### config.mk
export PLATFORM = sky130hd
export DESIGN_NAME = lfct_top
export DESIGN_NICKNAME = d
export VERILOG_FILES = /design/src/lfct_pkg.sv /design/src/lfct_timer.sv /design/src/lfct_top.sv
export SDC_FILE = /design/constraint.sdc
export NUM_CORES = 1
export LEC_CHECK = 0
export ABC_AREA = 1
export ABC_CLOCK_PERIOD_IN_PS = 7300
export BUFFER_PORTS_ARGS = -buffer_cell sky130_fd_sc_hd__buf_4
export CORE_MARGIN = 2
export CORE_UTILIZATION = 60
export DETAILED_ROUTE_END_ITERATION = 8
export HOLD_SLACK_MARGIN = 0.15
export PLACE_DENSITY = 0.84
export RECOVER_POWER = 25
export SLEW_MARGIN = 40
export SYNTH_ARGS = -nofsm -noshare
export SYNTH_HDL_FRONTEND = slang
export SYNTH_SLANG_ARGS = --single-unit
### constraint.sdc
create_clock -name core_clk -period 7.3 [get_ports core_clk]
set_clock_uncertainty 0.1 [all_clocks]
set_input_delay 1.46 -clock core_clk [delete_from_list [all_inputs] [get_ports core_clk]]
set_output_delay 1.46 -clock core_clk [all_outputs]
set_load 0.05 [all_outputs]
### src/lfct_pkg.sv
// Purpose: Shared constants for the oscillator calibration scheduler and timer block
// Assumes: core_clk at 100 MHz; all low rates come from one-cycle enables
// Notes: Times are kept in their own unit; cycle counts are derived from them
package lfct_pkg;
    localparam int CORE_CLK_HZ = 100_000_000;
    // Nominal low-frequency oscillator rate, in Hz
    localparam int LF_OSC_MHZ_X1000 = 32_768;
    // One tick of the oscillator in core cycles (rounded down, at least one)
    localparam int LF_TICK_CYC = (CORE_CLK_HZ / 1000) * 1000 / LF_OSC_MHZ_X1000 * 1000 / 1000;
    // Time base units expressed in oscillator ticks
    localparam int BASE_US = 488;
    localparam int BASE_LF_TICKS = 16;      // 16 ticks of 32.768 kHz = 488.28 us
    localparam int TMO_US = 976;
    localparam int TMO_BASE_UNITS = 2;      // 976 us = two base units
    localparam int MS_BASE_UNITS = 2;       // One tick count is two base units (976 us)
    // Calibration run length and interval
    localparam int CAL_RUN_MS = 33;
    localparam int CAL_RUN_CYC = CAL_RUN_MS * (CORE_CLK_HZ / 1000);
    localparam int QSEC_MS = 250;
    localparam int QSEC_CYC = QSEC_MS * (CORE_CLK_HZ / 1000);
    localparam logic [6:0] CAL_IVL_RESET = 7'h20;   // 32 quarter seconds = eight seconds
    localparam logic [6:0] CAL_IVL_MIN = 7'h01;
    localparam int NUM_TIMERS = 8;
    localparam int TICK_W = 31;
    localparam int TMO_W = 16;
    // Calibration scheduler states, Gray coded along wait -> run -> wait
    typedef enum logic [1:0] {
        LFCT_CAL_WAIT = 2'b00,
        LFCT_CAL_RUN = 2'b01
    } lfct_cal_state_t;
endpackage

### src/lfct_timer.sv
// Purpose: One timeout timer counting in timer-unit steps of two base units
// Assumes: step is a one-cycle enable, one per timer unit
// Notes: A start while running reloads the count
`timescale 1ns/1ns
module lfct_timer
    import lfct_pkg::*;
#(
    parameter int W = TMO_W
) (
    input wire logic core_clk,
    input wire logic rst,
    input wire logic step,
    input wire logic start,
    input wire logic stop,
    input wire logic [W-1:0] load,
    output logic running,
    output logic expired
);
    logic [W-1:0] count;
    logic [W-1:0] next_count;
    logic next_running;
    logic next_expired;

    // Count down one per unit; the event fires on reaching zero
    always_comb begin
        next_count = count;
        next_running = running;
        next_expired = 1'b0;
        if (start) begin
            next_count = (load == '0) ? W'(1) : load;
            next_running = 1'b1;
        end else if (stop) begin
            next_running = 1'b0;
        end else if (running && step) begin
            next_count = count - W'(1);
            if (count == W'(1)) begin
                next_running = 1'b0;
                next_expired = 1'b1;
            end
        end
    end

    always_ff @(posedge core_clk) begin
        if (rst) begin
            count <= '0;
            running <= 1'b0;
            expired <= 1'b0;
        end else begin
            count <= next_count;
            running <= next_running;
            expired <= next_expired;
        end
    end
endmodule

### src/lfct_top.sv
// Purpose: Oscillator calibration scheduler, eight timeout timers and a tick counter
// Assumes: Single core_clk; the oscillator tick is modelled by a divider enable
// Notes: Calibration interval is a 7-bit count of quarter seconds
`timescale 1ns/1ns
module lfct_top
    import lfct_pkg::*;
#(
    parameter int CAL_RUN_CYCLES = CAL_RUN_CYC,
    parameter int QSEC_CYCLES = QSEC_CYC,
    parameter int LF_CYCLES = LF_TICK_CYC,
    parameter int NT = NUM_TIMERS
) (
    input wire logic core_clk,
    input wire logic rst,
    input wire logic cal_ivl_wr,
    input wire logic [6:0] cal_ivl_data,
    output logic cal_ivl_err,
    output logic [6:0] cal_ivl,
    output logic cal_busy,
    output logic cal_done,
    input wire logic [NT-1:0] tmr_start,
    input wire logic [NT-1:0] tmr_stop,
    input wire logic [NT*TMO_W-1:0] tmr_load,
    output logic [NT-1:0] tmr_running,
    output logic [NT-1:0] tmr_event,
    output logic [TICK_W-1:0] tick_count
);
    // Code 0 is off the grid; every other 7-bit value is a legal quarter step
    function automatic logic ivl_ok(input logic [6:0] v);
        ivl_ok = (v >= CAL_IVL_MIN);
    endfunction

    logic [31:0] lf_div;
    logic [31:0] next_lf_div;
    logic lf_tick;
    logic [4:0] base_div;
    logic [4:0] next_base_div;
    logic base_tick;
    logic [0:0] unit_div;
    logic [0:0] next_unit_div;
    logic unit_tick;
    logic [TICK_W-1:0] next_tick_count;

    // Oscillator tick divider, then 16 ticks per 488 us base unit
    always_comb begin
        lf_tick = (lf_div == 32'(LF_CYCLES - 1));
        next_lf_div = lf_tick ? 32'h0000_0000 : lf_div + 32'h0000_0001;
        base_tick = lf_tick && (base_div == 5'(BASE_LF_TICKS - 1));
        next_base_div = base_div;
        if (lf_tick) begin
            next_base_div = base_tick ? 5'h00 : base_div + 5'h01;
        end
        unit_tick = base_tick && (unit_div == 1'(MS_BASE_UNITS - 1));
        next_unit_div = unit_div;
        if (base_tick) begin
            next_unit_div = unit_tick ? 1'b0 : unit_div + 1'b1;
        end
        // Free running; wraps at 2^31 with no stop
        next_tick_count = unit_tick ? tick_count + TICK_W'(1) : tick_count;
    end

    always_ff @(posedge core_clk) begin
        if (rst) begin
            lf_div <= 32'h0000_0000;
            base_div <= 5'h00;
            unit_div <= 1'b0;
            tick_count <= '0;
        end else begin
            lf_div <= next_lf_div;
            base_div <= next_base_div;
            unit_div <= next_unit_div;
            tick_count <= next_tick_count;
        end
    end

    // Eight timers, all stepped from the same unit enable
    genvar gi;
    generate
        for (gi = 0; gi < NT; gi++) begin : g_tmr
            lfct_timer #(.W(TMO_W)) u_tmr (
                .core_clk(core_clk),
                .rst(rst),
                .step(unit_tick),
                .start(tmr_start[gi]),
                .stop(tmr_stop[gi]),
                .load(tmr_load[gi*TMO_W +: TMO_W]),
                .running(tmr_running[gi]),
                .expired(tmr_event[gi])
            );
        end
    endgenerate

    // Calibration scheduler
    lfct_cal_state_t cal_state;
    lfct_cal_state_t next_cal_state;
    logic [31:0] qsec_cnt;
    logic [31:0] next_qsec_cnt;
    logic [6:0] ivl_cnt;
    logic [6:0] next_ivl_cnt;
    logic [31:0] run_cnt;
    logic [31:0] next_run_cnt;
    logic [6:0] next_cal_ivl;
    logic next_cal_ivl_err;
    logic next_cal_done;
    logic qsec_tick;

    always_comb begin
        qsec_tick = (qsec_cnt == 32'(QSEC_CYCLES - 1));
        next_qsec_cnt = qsec_tick ? 32'h0000_0000 : qsec_cnt + 32'h0000_0001;
        next_cal_ivl = cal_ivl;
        next_cal_ivl_err = 1'b0;
        // Illegal codes are refused and leave the interval unchanged
        if (cal_ivl_wr) begin
            if (ivl_ok(cal_ivl_data)) begin
                next_cal_ivl = cal_ivl_data;
            end else begin
                next_cal_ivl_err = 1'b1;
            end
        end
        next_cal_state = cal_state;
        next_ivl_cnt = ivl_cnt;
        next_run_cnt = run_cnt;
        next_cal_done = 1'b0;
        case (cal_state)
            LFCT_CAL_WAIT: begin
                if (qsec_tick) begin
                    next_ivl_cnt = ivl_cnt + 7'h01;
                    // Compare against the live setting so a shorter new interval takes effect promptly
                    if (ivl_cnt + 7'h01 >= cal_ivl) begin
                        next_ivl_cnt = 7'h00;
                        next_run_cnt = 32'h0000_0000;
                        next_cal_state = LFCT_CAL_RUN;
                    end
                end
            end
            LFCT_CAL_RUN: begin
                next_run_cnt = run_cnt + 32'h0000_0001;
                if (run_cnt == 32'(CAL_RUN_CYCLES - 1)) begin
                    next_cal_done = 1'b1;
                    next_cal_state = LFCT_CAL_WAIT;
                end
            end
            default: begin
                next_cal_state = LFCT_CAL_WAIT;
            end
        endcase
    end

    always_ff @(posedge core_clk) begin
        if (rst) begin
            cal_state <= LFCT_CAL_WAIT;
            qsec_cnt <= 32'h0000_0000;
            ivl_cnt <= 7'h00;
            run_cnt <= 32'h0000_0000;
            cal_ivl <= CAL_IVL_RESET;
            cal_ivl_err <= 1'b0;
            cal_done <= 1'b0;
        end else begin
            cal_state <= next_cal_state;
            qsec_cnt <= next_qsec_cnt;
            ivl_cnt <= next_ivl_cnt;
            run_cnt <= next_run_cnt;
            cal_ivl <= next_cal_ivl;
            cal_ivl_err <= next_cal_ivl_err;
            cal_done <= next_cal_done;
        end
    end

    assign cal_busy = (cal_state == LFCT_CAL_RUN);

    // Check helper: length of the current busy stretch, counted apart from run_cnt
    // so that the run length check does not lean on the counter it judges
    logic [31:0] busy_len;
    logic [31:0] next_busy_len;

    always_comb begin
        next_busy_len = cal_busy ? busy_len + 32'h0000_0001 : 32'h0000_0000;
    end

    always_ff @(posedge core_clk) begin
        if (rst) begin
            busy_len <= 32'h0000_0000;
        end else begin
            busy_len <= next_busy_len;
        end
    end
endmodule

After elaboration in Yosys (flattened, before gate mapping)
Index checks and enable logic that the tools add are counted.

Flip-flop bits (word level): 295. Bits of input ports: 154. Output and inout port bits: 57. Logic and storage cells: 246.

Add/sub/neg operators: 15. Order comparisons: 2. Equality and inequality tests: 24. Muxes and demuxes: 84. Bitwise logic cells: 10. Reduce and logical (&&, ||, !) cells: 76.

Operators by type and width (count): $mux W16 (32); $eq A16 B1 Y1 const B (8); $logic_not A16 Y1 (8); $sub A16 B1 Y16 const B (8); $add A32 B1 Y32 const B (3); $mux W32 (2); $pmux W32 S2 (1); $reduce_bool A3 Y1 (16); $mux W1 (43); $reduce_and A2 Y1 (18); $eq A32 B12 Y1 const B (1); $eq A32 B22 Y1 const B (1); $eq A32 B25 Y1 const B (1); $reduce_or A4 Y1 (8); $add A31 B1 Y31 const B (1); $ne A2 B2 Y1 const B (10); $reduce_bool A2 Y1 (9); $logic_and A1 B1 Y1 (10); $not A1 Y1 (10); $reduce_or A2 Y1 (4); $add A7 B1 Y7 const B (1); $ge A7 B1 Y1 const B (1); $ge A7 B7 Y1 (1); $mux W7 (1); other kinds (10) (13).

Logic depth before layout (Yosys ltp)
Gate-level depths: netlist of run 1.

Depth after elaboration: 7. Mapped depth: 14. Depth with buffers taken out: 14.

Cells and area by module
Synthesis of run 1 repeated with hierarchy kept, for this count alone.

Cell total of the unflattened synthesis: 3206. Area total of the unflattened synthesis: 19857.8 um^2.

By module, submodules not included: lfct_timer at g_tmr[0].u_tmr ... (times used 7, cells each 215, area an instance 1326.3 um^2, seq. area each 360.3 um^2); lfct_top (times used 1, cells each 1493, area an instance 9195.1 um^2, seq. area each 3002.9 um^2); lfct_timer at g_tmr[3].u_tmr (times used 1, cells each 208, area an instance 1378.8 um^2, seq. area each 360.3 um^2).

Worst setup path before layout of run 1
No wires, ideal clock.

Kind: in2reg. Start point: input port tmr_start[2]. End point: register g_tmr[2].u_tmr.count[10]. Library setup time: 0.115 ns. Arrival: 2.455 ns. Setup slack: 4.630 ns. Stages on the path: 7. Buffers on the path: 3. Cells stage by stage: buf_2 > inv_1 > clkbuf_1 > nand2_2 > buf_4 > a21oi_1 > nor2_1.

Cells in the longest elaborated chain, start to end: 2.

RTL lines: start: declaration (RTL line lfct_top.sv:21) `input wire logic [NT-1:0] tmr_start,`; $ne A2 B2 Y1 (no line) or $reduce_bool A2 Y1 (tied branches); $reduce_and A2 Y1 (no line); end signal: assignment (RTL line lfct_timer.sv:49) `count <= next_count;`; end: declaration (RTL line lfct_timer.sv:19) `logic [W-1:0] count;`.

Parallel ways exist; a longest one is shown, timed or not. A chain may end at the register's enable or synchronous reset.

Final worst setup path of run 1
Start point: input port rst. End point: register qsec_cnt[19].

Cells in the longest elaborated chain, start to end: 1.

RTL lines: start: declaration (RTL line lfct_top.sv:14) `input wire logic rst,`; $reduce_or A2 Y1 (no line); end signal: assignment (RTL line lfct_top.sv:160) `qsec_cnt <= next_qsec_cnt;`; end: declaration (RTL line lfct_top.sv:96) `logic [31:0] qsec_cnt;`.

Every way passes these cells.

==> metrics.md, run 1 <==
| Metric | Value |
|---|---|
| Buf+Inv Stages, Crit Path | 2 |
| Seq/Total Area, Yosys | 31.2% |
| CP Data Arrival Time | 5270 ps |
| GRT Total Usage | 30.5% |
| Sw Share | 28.7% |
| Syn_area_per_cell | 6.20 um^2 |
| CP Cell Sequence | clkbuf_1 -> clkinv_2 -> nand2_2 -> a21oi_1 -> o21a_1 |
| Switching Power | 1.25 mW |
| Fraction of layout cells with a size suffix above 1 | 10.2% |
| H-Tree Depth | 2 |
| Initial core utilization | 61.3% |
| Post-Synthesis Cell Area | 0.0189 mm^2 |
| Setup tns final | 0 ps |
| Final #Nets | 3366 |
| Clock Tree Root | clkbuf_16 |
| P_leak | 9.37 nW |
| Final setup vio count | 0 |
| First-pass GRT wire length | 86.4 mm |
| Fill count | 2709 |
| Clk slew on worst S/H paths | 60 ps |
| Syn Nets | 3229 |
| Initial antenna violation count | 0 |
| Ys async rst share | 0% |
| CP peak stage delay | 1750 ps |
| CTS Buf Count | 35 |
| Vias in the first global route | 18600 |
| CTS tree | done |
| Tcrit/Tclk final | 67.9% |
| # Post-CTS Setup Buffers | 0 |
| Ys Warns | 0 |
| Highest net fanout along the worst path | 49 |
| Via count | 20400 |
| Part of the power in combinational logic | 17.4% |
| Port Buffers | 210 |
| Slew HR | -68.0% |
| Area of the multi-input gates | 0.0112 mm^2 |
| Seq pwr share | 39.9% |
| Worst-Margin Slew | 2520 ps |
| Largest net degree at the start of global routing | 89 |
| Crit path time final | 4960 ps |
| Worst path slowest cell | clkbuf_1 |
| GP Congestion | 0.951 |
| Hold buffers post-CTS | 0 |
| Synth-to-Final Area Change | 14.0% |
| Most frequently used flop master after synthesis | dfxtp_1 |
| Core Area | 0.0308 mm^2 |
| DR iter-0 viols | 1735 |
| Clock Latency Late Sink | 520 ps |
| Fmax | 202 MHz |
| # diodes | 0 |
| Die Width | 181 um |
| Post-DRT Antenna Nets | 0 |
| Io pins | 211 |
| Number of enable flip-flop cells after synthesis | 0 |
| PD cells | 203 mW/mm^2 |
| CP required | 7610 ps |
| Fin. Hold Viols | 0 |
| Design Area, Final | 0.0215 mm^2 |
| Internal | 3.11 mW |
| Post-synthesis cell count | 3045 |
| Congestion Overflow GR | 0 |
| Worst vdd ir | 145 uV |
| Max-cap viol count | 1 |
| Cts repair resizes | 0 |
| Die area | 0.0329 mm^2 |
| Die Y | 181 um |
| Clk sinks | 294 |
| Clock network power share | 42.7% |
| Crit path kind | in2reg |
| Detailed Route WL | 51.7 mm |
| Final Slew Violations | 50 |
| Min-Delay Path Class | reg2reg |
| Status | finished with violations |
| Bufs on Longest Clock Path | 3 |
| Synth unique cells | 47 |
| #FFs+latches synth | 294 |
| Cell family with most CP delay | buffers and inverters |
| Crit path launch type | input port |
| Cell Area, Placed | 0.0204 mm^2 |
| FF/Latch Area | 0.00589 mm^2 |
| Placement Rows | 64 |
| WL per Instance | 14.4 um |
| Unrepaired setup endpoints after global routing | false |
| DPL Wire Length | 36.3 mm |
| DR vias/cell | 5.68 |
| Failing checks | capacitance limit, slew limit |
| Drt first pass iters | 6 |
| Nature of the critical path endpoint | register |
| Drt drc | 0 |
worst reg2reg max path, cell delays in order (launching register included):
cell and delay (ps):
dfxtp_1 400, ha_1 220, nand3_1 130, nand3b_1 200, xnor2_1 230, ha_1 300, nand2_1 80, a21oi_1 40
a211oi_1 300, nand3_1 330, nand2_2 530, nand2_1 170, a21oi_1 190
synthesized netlist by cell type (2+ instances only):
| cell | n | share of area, % |
|---|---|---|
| nor3_2 | 11 | 0.58 |
| nor3_1 | 72 | 1.9 |
| a22oi_1 | 2 | 0.079 |
| inv_1 | 288 | 5.7 |
| nand2_1 | 721 | 14 |
| buf_2 | 15 | 0.40 |
| o21ai_1 | 4 | 0.11 |
| clkbuf_1 | 47 | 0.93 |
| buf_4 | 24 | 0.95 |
| a31oi_1 | 10 | 0.33 |
| xnor2_1 | 23 | 1.1 |
| o21bai_1 | 5 | 0.20 |
| nor4_1 | 15 | 0.50 |
| nand3b_1 | 8 | 0.32 |
| mux2i_1 | 43 | 2.3 |
| nor2_4 | 3 | 0.18 |
| and3_1 | 3 | 0.099 |
| xor2_1 | 41 | 1.9 |
| nand2_2 | 16 | 0.53 |
| nor2_2 | 7 | 0.23 |
| o22ai_1 | 3 | 0.099 |
| clkinv_1 | 3 | 0.060 |
| inv_2 | 9 | 0.18 |
| a211oi_1 | 2 | 0.079 |
| nor3b_1 | 10 | 0.40 |
| a21oi_1 | 289 | 7.7 |
| buf_6 | 13 | 0.77 |
| and2_1 | 6 | 0.20 |
| nand3_1 | 285 | 7.6 |
| nand4_2 | 5 | 0.33 |
| or2_2 | 20 | 0.66 |
| buf_1 | 15 | 0.30 |
| o31ai_1 | 2 | 0.079 |
| o21ai_0 | 113 | 3.0 |
| nor2_1 | 517 | 10 |
| ha_1 | 30 | 2.0 |
| a21boi_0 | 3 | 0.12 |
| dfxtp_1 | 294 | 31 |
| nand4_1 | 60 | 2.0 |
power groups by stage:
stage,Combinational (mW),Clock (mW),Sequential [mW]
final,0.762,1.87,1.74
after global routing,0.859,1.95,1.75
after CTS,0.750,1.88,1.74
after detailed placement,0.742,0,1.77
after global placement,0.720,0,1.77
after floorplan,0.554,0,1.76
path summary, 6_finish.rpt:
check	from	endpoint	slack, ps	cells past startpoint
worst max-delay path	rst	qsec_cnt[19]	2340	5
worst min-delay path	lf_div[0]	lf_div[0]	370	1
worst max register to register	ivl_cnt[0]	run_cnt[15]	4000	12
worst min register to register	lf_div[0]	lf_div[0]	370	1
layout by cell type (no fill, tap or decap), types with 4 or more instances in the layout:
cell type	Yosys	final
nor2_1	517	517
a21oi_1	289	289
nor4_1	15	15
inv_2	9	7
and2_1	6	6
mux2i_1	43	43
o21ai_0	113	113
nand3_1	285	285
inv_1	288	289
nor3b_1	10	10
bufinv_16	0	5
ha_1	30	30
nand3b_1	8	8
xor2_1	41	41
or2_2	20	20
a31oi_1	10	10
xnor2_1	23	23
clkbuf_16	0	37
nand4_2	5	5
nor3_2	11	4
nand4_1	60	60
nand2_1	721	715
dfxtp_1	294	294
clkinv_2	0	4
o21ai_1	4	4
nor2_2	7	7
nand2_2	16	22
buf_4	24	195
nor3_1	72	79
clkbuf_1	47	19
clkbuf_8	0	6
o21bai_1	5	5
metrics by stage:
step	setup WS [ps]	std cells	utilization, %	total power, mW	hold WS, ps
after floorplan	4630	3045	-	2.32	318
after global routing	2080	3600	69.8	4.56	392
final	2340	3600	69.8	4.37	371
after detailed placement	3810	3540	66.0	2.51	337
after global placement	3580	3540	66.0	2.49	328
after CTS	4060	3599	70.0	4.37	372
registers in the layout, summed over array words and instances, names as in the netlist, 7 cells and up:
name                 cells
g_tmr.u_tmr.count      128
ivl_cnt                  7
lf_div                  32
g_tmr.u_tmr.expired      8
g_tmr.u_tmr.running      8
run_cnt                 32
tick_count              31
qsec_cnt                32
cal_ivl                  7
per-layer routing:
metal	GRT usage [%]	part of all wire [%]	vias to the layer above
li1	-	-	10200
met1	40.2	44	9393
met2	53.0	47	753
met3	3.47	6.4	95
met4	8.59	2.1	0
met5	0	0	-
layout make-up:
| type | instances | area share [%] |
|---|---|---|
| multi-input cells | 2337 | 52.1 |
| clock inverters | 13 | 0.953 |
| well taps | 396 | 2.30 |
| flip-flops and latches | 294 | 27.3 |
| clock buffers | 46 | 4.74 |
| inverters | 300 | 5.24 |
| repair buffers | 214 | 7.31 |
logic make-up (layout without fill, tap and decap cells):
logic type	count (synthesis)	after routing	share of synthesized area (%)
xor gates and xnor gates	64	64	2.97
muxes	43	43	2.28
buffers and inverters	414	573	9.32
adders and majority gates	30	30	1.99
DFF	294	294	31.2
and+or+nand+nor	1764	1764	40.4
AOI/OAI and AO/OA	436	436	11.9
No activity file was read; power rests on OpenSTA's default activity.
==> inputs of run 2 (changes only) <==
--- a/config.mk
+++ b/config.mk
@@ -6,13 +6,13 @@
 export NUM_CORES = 1
 export LEC_CHECK = 0
 export ABC_AREA = 1
-export ABC_CLOCK_PERIOD_IN_PS = 7300
+export ABC_CLOCK_PERIOD_IN_PS = 4300
 export BUFFER_PORTS_ARGS = -buffer_cell sky130_fd_sc_hd__buf_4
 export CORE_MARGIN = 2
-export CORE_UTILIZATION = 60
+export CORE_UTILIZATION = 54
 export DETAILED_ROUTE_END_ITERATION = 8
 export HOLD_SLACK_MARGIN = 0.15
-export PLACE_DENSITY = 0.84
+export PLACE_DENSITY = 0.8
 export RECOVER_POWER = 25
 export SLEW_MARGIN = 40
 export SYNTH_ARGS = -nofsm -noshare
==> constraint.sdc (replaced) <==
create_clock -name core_clk -period 4.3 [get_ports core_clk]
set_clock_uncertainty 0.1 [all_clocks]
set_input_delay 0.86 -clock core_clk [delete_from_list [all_inputs] [get_ports core_clk]]
set_output_delay 0.86 -clock core_clk [all_outputs]
set_load 0.05 [all_outputs]
==> metrics.md, run 2 (synthesis results as in run 1) <==
| Metric | Value |
|---|---|
| Status | complete, no violations |
| Synth-to-Final Area Change | 13.9% |
| Min-Delay Path Class | reg2reg |
| Via count | 20100 |
| Die Width | 191 um |
| Hold buffers post-CTS | 0 |
| DR iter-0 viols | 1407 |
| Placement Rows | 68 |
| CP Data Arrival Time | 3360 ps |
| Clock Latency Late Sink | 510 ps |
| Layout Cells excl Fill | 3666 |
| Leading cell type in the layout, fill and taps excluded | nand2_1 |
| Io pins | 211 |
| Tcrit/Tclk final | 70.3% |
| CTS tree | done |
| Fmax | 331 MHz |
| Initial antenna violation count | 0 |
| Worst-Margin Slew | 1080 ps |
| Largest net degree at the start of global routing | 64 |
| Drt drc | 0 |
| DP Cell Count | 3602 |
| Slew HR | 27.9% |
| # Post-CTS Setup Buffers | 0 |
| Commonest cells after routing, fill and taps aside | 718 x nand2_1, 517 x nor2_1, 293 x dfxtp_1 |
| Fin. Hold Viols | 0 |
| Crit path from | ivl_cnt[0] |
| Max FFs per register | 128 |
| Final Slew Violations | 0 |
| Final #Nets | 3369 |
| Vias in the first global route | 18400 |
| Final setup vio count | 0 |
| GP Congestion | 0.918 |
| Core Area | 0.0345 mm^2 |
| P_leak | 9.25 nW |
| Initial core utilization | 54.8% |
| Fill count | 3286 |
| Max-cap viol count | 0 |
| Worst vdd ir | 283 uV |
| Reg2reg start | ivl_cnt[0] |
| Crit path kind | reg2reg |
| Detailed Route WL | 52.2 mm |
| WL per Instance | 14.3 um |
| Port Buffers | 210 |
| CTS Buf Count | 36 |
| Crit path launch type | register |
| Clock Tree Root | clkbuf_16 |
| DPL Wire Length | 37.5 mm |
| Congestion Overflow GR | 0 |
| CP required | 4640 ps |
| R2R setup slack | 1280 ps |
| Clk slew on worst S/H paths | 60 ps |
| Biggest register | g_tmr.u_tmr.count |
| PD cells | 346 mW/mm^2 |
| Setup tns final | 0 ps |
| GRT Total Usage | 28.2% |
| Die Y | 191 um |
| Fraction of layout cells with a size suffix above 1 | 9.47% |
| # diodes | 0 |
| Highest net fanout along the worst path | 28 |
| First-pass GRT wire length | 86.9 mm |
| Drt first pass iters | 6 |
| Unrepaired setup endpoints after global routing | false |
| Nature of the critical path endpoint | register |
| Post-DRT Antenna Nets | 0 |
| Die area | 0.0365 mm^2 |
| Hold_sp | qsec_cnt[0] |
| H-Tree Depth | 2 |
| Cts repair resizes | 0 |
| Crit path time final | 3020 ps |
| DR vias/cell | 5.48 |
| Clk sinks | 294 |
| Bufs on Longest Clock Path | 3 |
[run 2: path summary, 6_finish.rpt]
kind              cells after the start          end
setup reg to reg                     12  run_cnt[22]
hold reg to reg                       1  qsec_cnt[0]
hold / removal                        1  qsec_cnt[0]
setup / recovery                     12  run_cnt[22]
[run 2: worst max-delay path, stage by stage, from the launching register on]
cell      delay [ps]
dfxtp_1          400
ha_1             210
nand3_1          120
nand3b_1         200
xnor2_1          210
ha_1             290
nand2_1           80
a21oi_1           40
a211oi_1         220
nand3_1          250
nand2_2          530
nand2_1          120
a21oi_1          160
[run 2: cell type report]
type	count	area, um^2	share of cell area, %
Clock buffer	44	982	4.57
Inverter	300	1130	5.25
Multi-Input combinational cell	2337	11300	52.3
Tap cell	455	569	2.65
Sequential cell	294	5890	27.4
Clock inverter	20	263	1.22
Timing Repair Buffer	216	1430	6.66
[run 2: metal layers]
metal	share of wire, %	GRT usage, %
met5	0	0
met4	2.6	8.38
met3	6.0	3.32
met2	47	48.6
met1	44	36.8
[run 2: through the flow]
| step | util [%] | hold WS [ps] | cell area, um^2 | total power [mW] | worst slack, ps |
|---|---|---|---|---|---|
| 4_1_cts | 63.0 | 350 | 21700 | 7.48 | 1330 |
| 5_1_grt | 62.4 | 379 | 21500 | 7.79 | 917 |
| 2_1_floorplan | - | 318 | 18900 | 3.93 | 1830 |
| 6_report | 62.4 | 348 | 21500 | 7.43 | 1280 |
| 3_3_place_gp | 59.3 | 326 | 20400 | 4.24 | 1400 |
| 3_5_place_dp | 59.4 | 337 | 20500 | 4.27 | 1370 |
[run 2: power breakdown]
group / switching, mW / internal, mW / leakage [nW]
combinational: 0.795 / 0.481 / 6.24
sequential: 0.123 / 2.83 / 2.40
clock: 1.21 / 1.99 / 0.615
total: 2.13 / 5.30 / 9.25
==> inputs of run 3 (changes only) <==
--- a/config.mk
+++ b/config.mk
@@ -6,7 +6,7 @@
 export NUM_CORES = 1
 export LEC_CHECK = 0
 export ABC_AREA = 1
-export ABC_CLOCK_PERIOD_IN_PS = 4300
+export ABC_CLOCK_PERIOD_IN_PS = 2700
 export BUFFER_PORTS_ARGS = -buffer_cell sky130_fd_sc_hd__buf_4
 export CORE_MARGIN = 2
 export CORE_UTILIZATION = 54
==> constraint.sdc (replaced) <==
create_clock -name core_clk -period 2.7 [get_ports core_clk]
set_clock_uncertainty 0.1 [all_clocks]
set_input_delay 0.54 -clock core_clk [delete_from_list [all_inputs] [get_ports core_clk]]
set_output_delay 0.54 -clock core_clk [all_outputs]
set_load 0.05 [all_outputs]
==> metrics.md, run 3 (synthesis results as in run 1) <==
| Metric | Value |
|---|---|
| Status | complete, no violations |
| PD cells | 533 mW/mm^2 |
| Congestion Overflow GR | 0 |
| Fmax | 401 MHz |
| Via count | 20300 |
| Worst slack, placed | 65.0 ps |
| Die Y | 191 um |
| Largest net degree at the start of global routing | 55 |
| Die area | 0.0365 mm^2 |
| Cts repair resizes | 0 |
| Max FFs per register | 128 |
| Bufs on Longest Clock Path | 3 |
| Post-DRT Antenna Nets | 0 |
| DPL Wire Length | 38.5 mm |
| Final setup margin | 205 ps |
| FF/Latch Area | 0.00589 mm^2 |
| Final setup vio count | 0 |
| Biggest register | g_tmr.u_tmr.count |
| Worst-Margin Slew | 848 ps |
| Clock Latency Late Sink | 510 ps |
| Vias in the first global route | 18700 |
| Clock Tree Root | clkbuf_16 |
| Min-Delay Path Class | in2reg |
| P_leak | 9.35 nW |
| Final Total Pwr | 11.5 mW |
| Slew HR | 43.7% |
| Fin. Hold Viols | 0 |
| Util after Layout | 62.9% |
| Cell Area, Placed | 0.0207 mm^2 |
| Highest net fanout along the worst path | 17 |
| Drt first pass iters | 6 |
| Final #Nets | 3397 |
| First-pass GRT wire length | 87.0 mm |
| Die Width | 191 um |
| Fraction of layout cells with a size suffix above 1 | 9.95% |
| Hold buffers post-CTS | 0 |
| GP Congestion | 0.950 |
| CP Data Arrival Time | 2820 ps |
| # diodes | 0 |
| Layout Cells excl Fill | 3692 |
| DP Cell Count | 3631 |
| DR iter-0 viols | 1420 |
| Placement Rows | 68 |
| WL per Instance | 14.3 um |
| Design Area, Final | 0.0217 mm^2 |
| Core Area | 0.0345 mm^2 |
| Crit path launch type | register |
| Area of the multi-input gates | 0.0113 mm^2 |
| GRT Total Usage | 28.3% |
| Setup tns final | 0 ps |
| Fill count | 3247 |
| Tcrit/Tclk final | 92.4% |
| DR vias/cell | 5.49 |
| Port Buffers | 210 |
| # Post-CTS Setup Buffers | 0 |
| Crit path time final | 2490 ps |
| H-Tree Depth | 2 |
| Max-cap viol count | 0 |
| Synth-to-Final Area Change | 14.8% |
| Clk sinks | 294 |
| Nature of the critical path endpoint | register |
| CTS Buf Count | 35 |
| Clk slew on worst S/H paths | 60 ps |
| Detailed Route WL | 52.6 mm |
| Hold slack | 161 ps |
| Leading cell type in the layout, fill and taps excluded | nand2_1 |
| Commonest cells after routing, fill and taps aside | 722 x nand2_1, 517 x nor2_1, 292 x dfxtp_1 |
| Worst vdd ir | 443 uV |
| Drt drc | 0 |
| Crit path kind | reg2reg |
| CP required | 3030 ps |
| Initial core utilization | 54.8% |
| Initial antenna violation count | 0 |
| Unrepaired setup endpoints after global routing | false |
| Final Slew Violations | 0 |
| Io pins | 211 |
| CTS tree | done |
==> run 3: cell count changes in the layout (fill, tap and decap cells not counted), moves of 2 or more <==
| cell | previous run | this run |
|---|---|---|
| clkbuf_1 | 54 | 63 |
| clkinv_4 | 2 | 0 |
| clkbuf_8 | 3 | 11 |
| ha_1 | 30 | 28 |
| clkinv_2 | 10 | 6 |
| clkinvlp_4 | 2 | 0 |
| nand2_1 | 718 | 722 |
| buf_4 | 166 | 182 |
| buf_12 | 0 | 4 |
| nand2_2 | 19 | 15 |
| bufinv_16 | 6 | 1 |
==> run 3: worst max-delay path: stages (launching register included) <==
cell      delay (ps)
dfxtp_2          370
ha_2             200
nand3_1          110
nand3b_1         220
xnor2_2          220
ha_4             240
nand2_1           60
a21oi_1           40
a211oi_2         170
nand3_1          130
nand2_2          170
buf_12           160
nor2_1            50
nor3_1           150
==> run 3: final timing paths <==
check,start,endpoint,slack (ps),cells past startpoint
max,ivl_cnt[0],run_cnt[14],210,13
min,cal_ivl_data[5],cal_ivl[5],160,3
max reg2reg,ivl_cnt[0],run_cnt[14],210,13
min reg2reg,qsec_cnt[0],qsec_cnt[0],360,1
==> run 3: final cells by class <==
cell class | instances | share of cell area (%)
Multi-Input combinational cell | 2337 | 51.9
Sequential cell | 294 | 27.2
Timing Repair Buffer | 245 | 7.73
Inverter | 300 | 5.21
Clock buffer | 54 | 5.07
Tap cell | 455 | 2.63
Clock inverter | 7 | 0.277
==> run 3: metal layers <==
metal	vias up	global-route usage, %	part of all wire (%)
met4	0	9.12	2.6
li1	10300	-	-
met3	104	3.30	5.8
met1	9245	36.7	44
met5	-	0	0
met2	670	48.9	47
==> run 3: where the power goes <==
part	total, mW	switching, mW	internal [mW]
Clock	4.77	1.88	2.89
Sequential	4.71	0.197	4.51
Combinational	2.07	1.28	0.792
Total	11.5	3.36	8.19
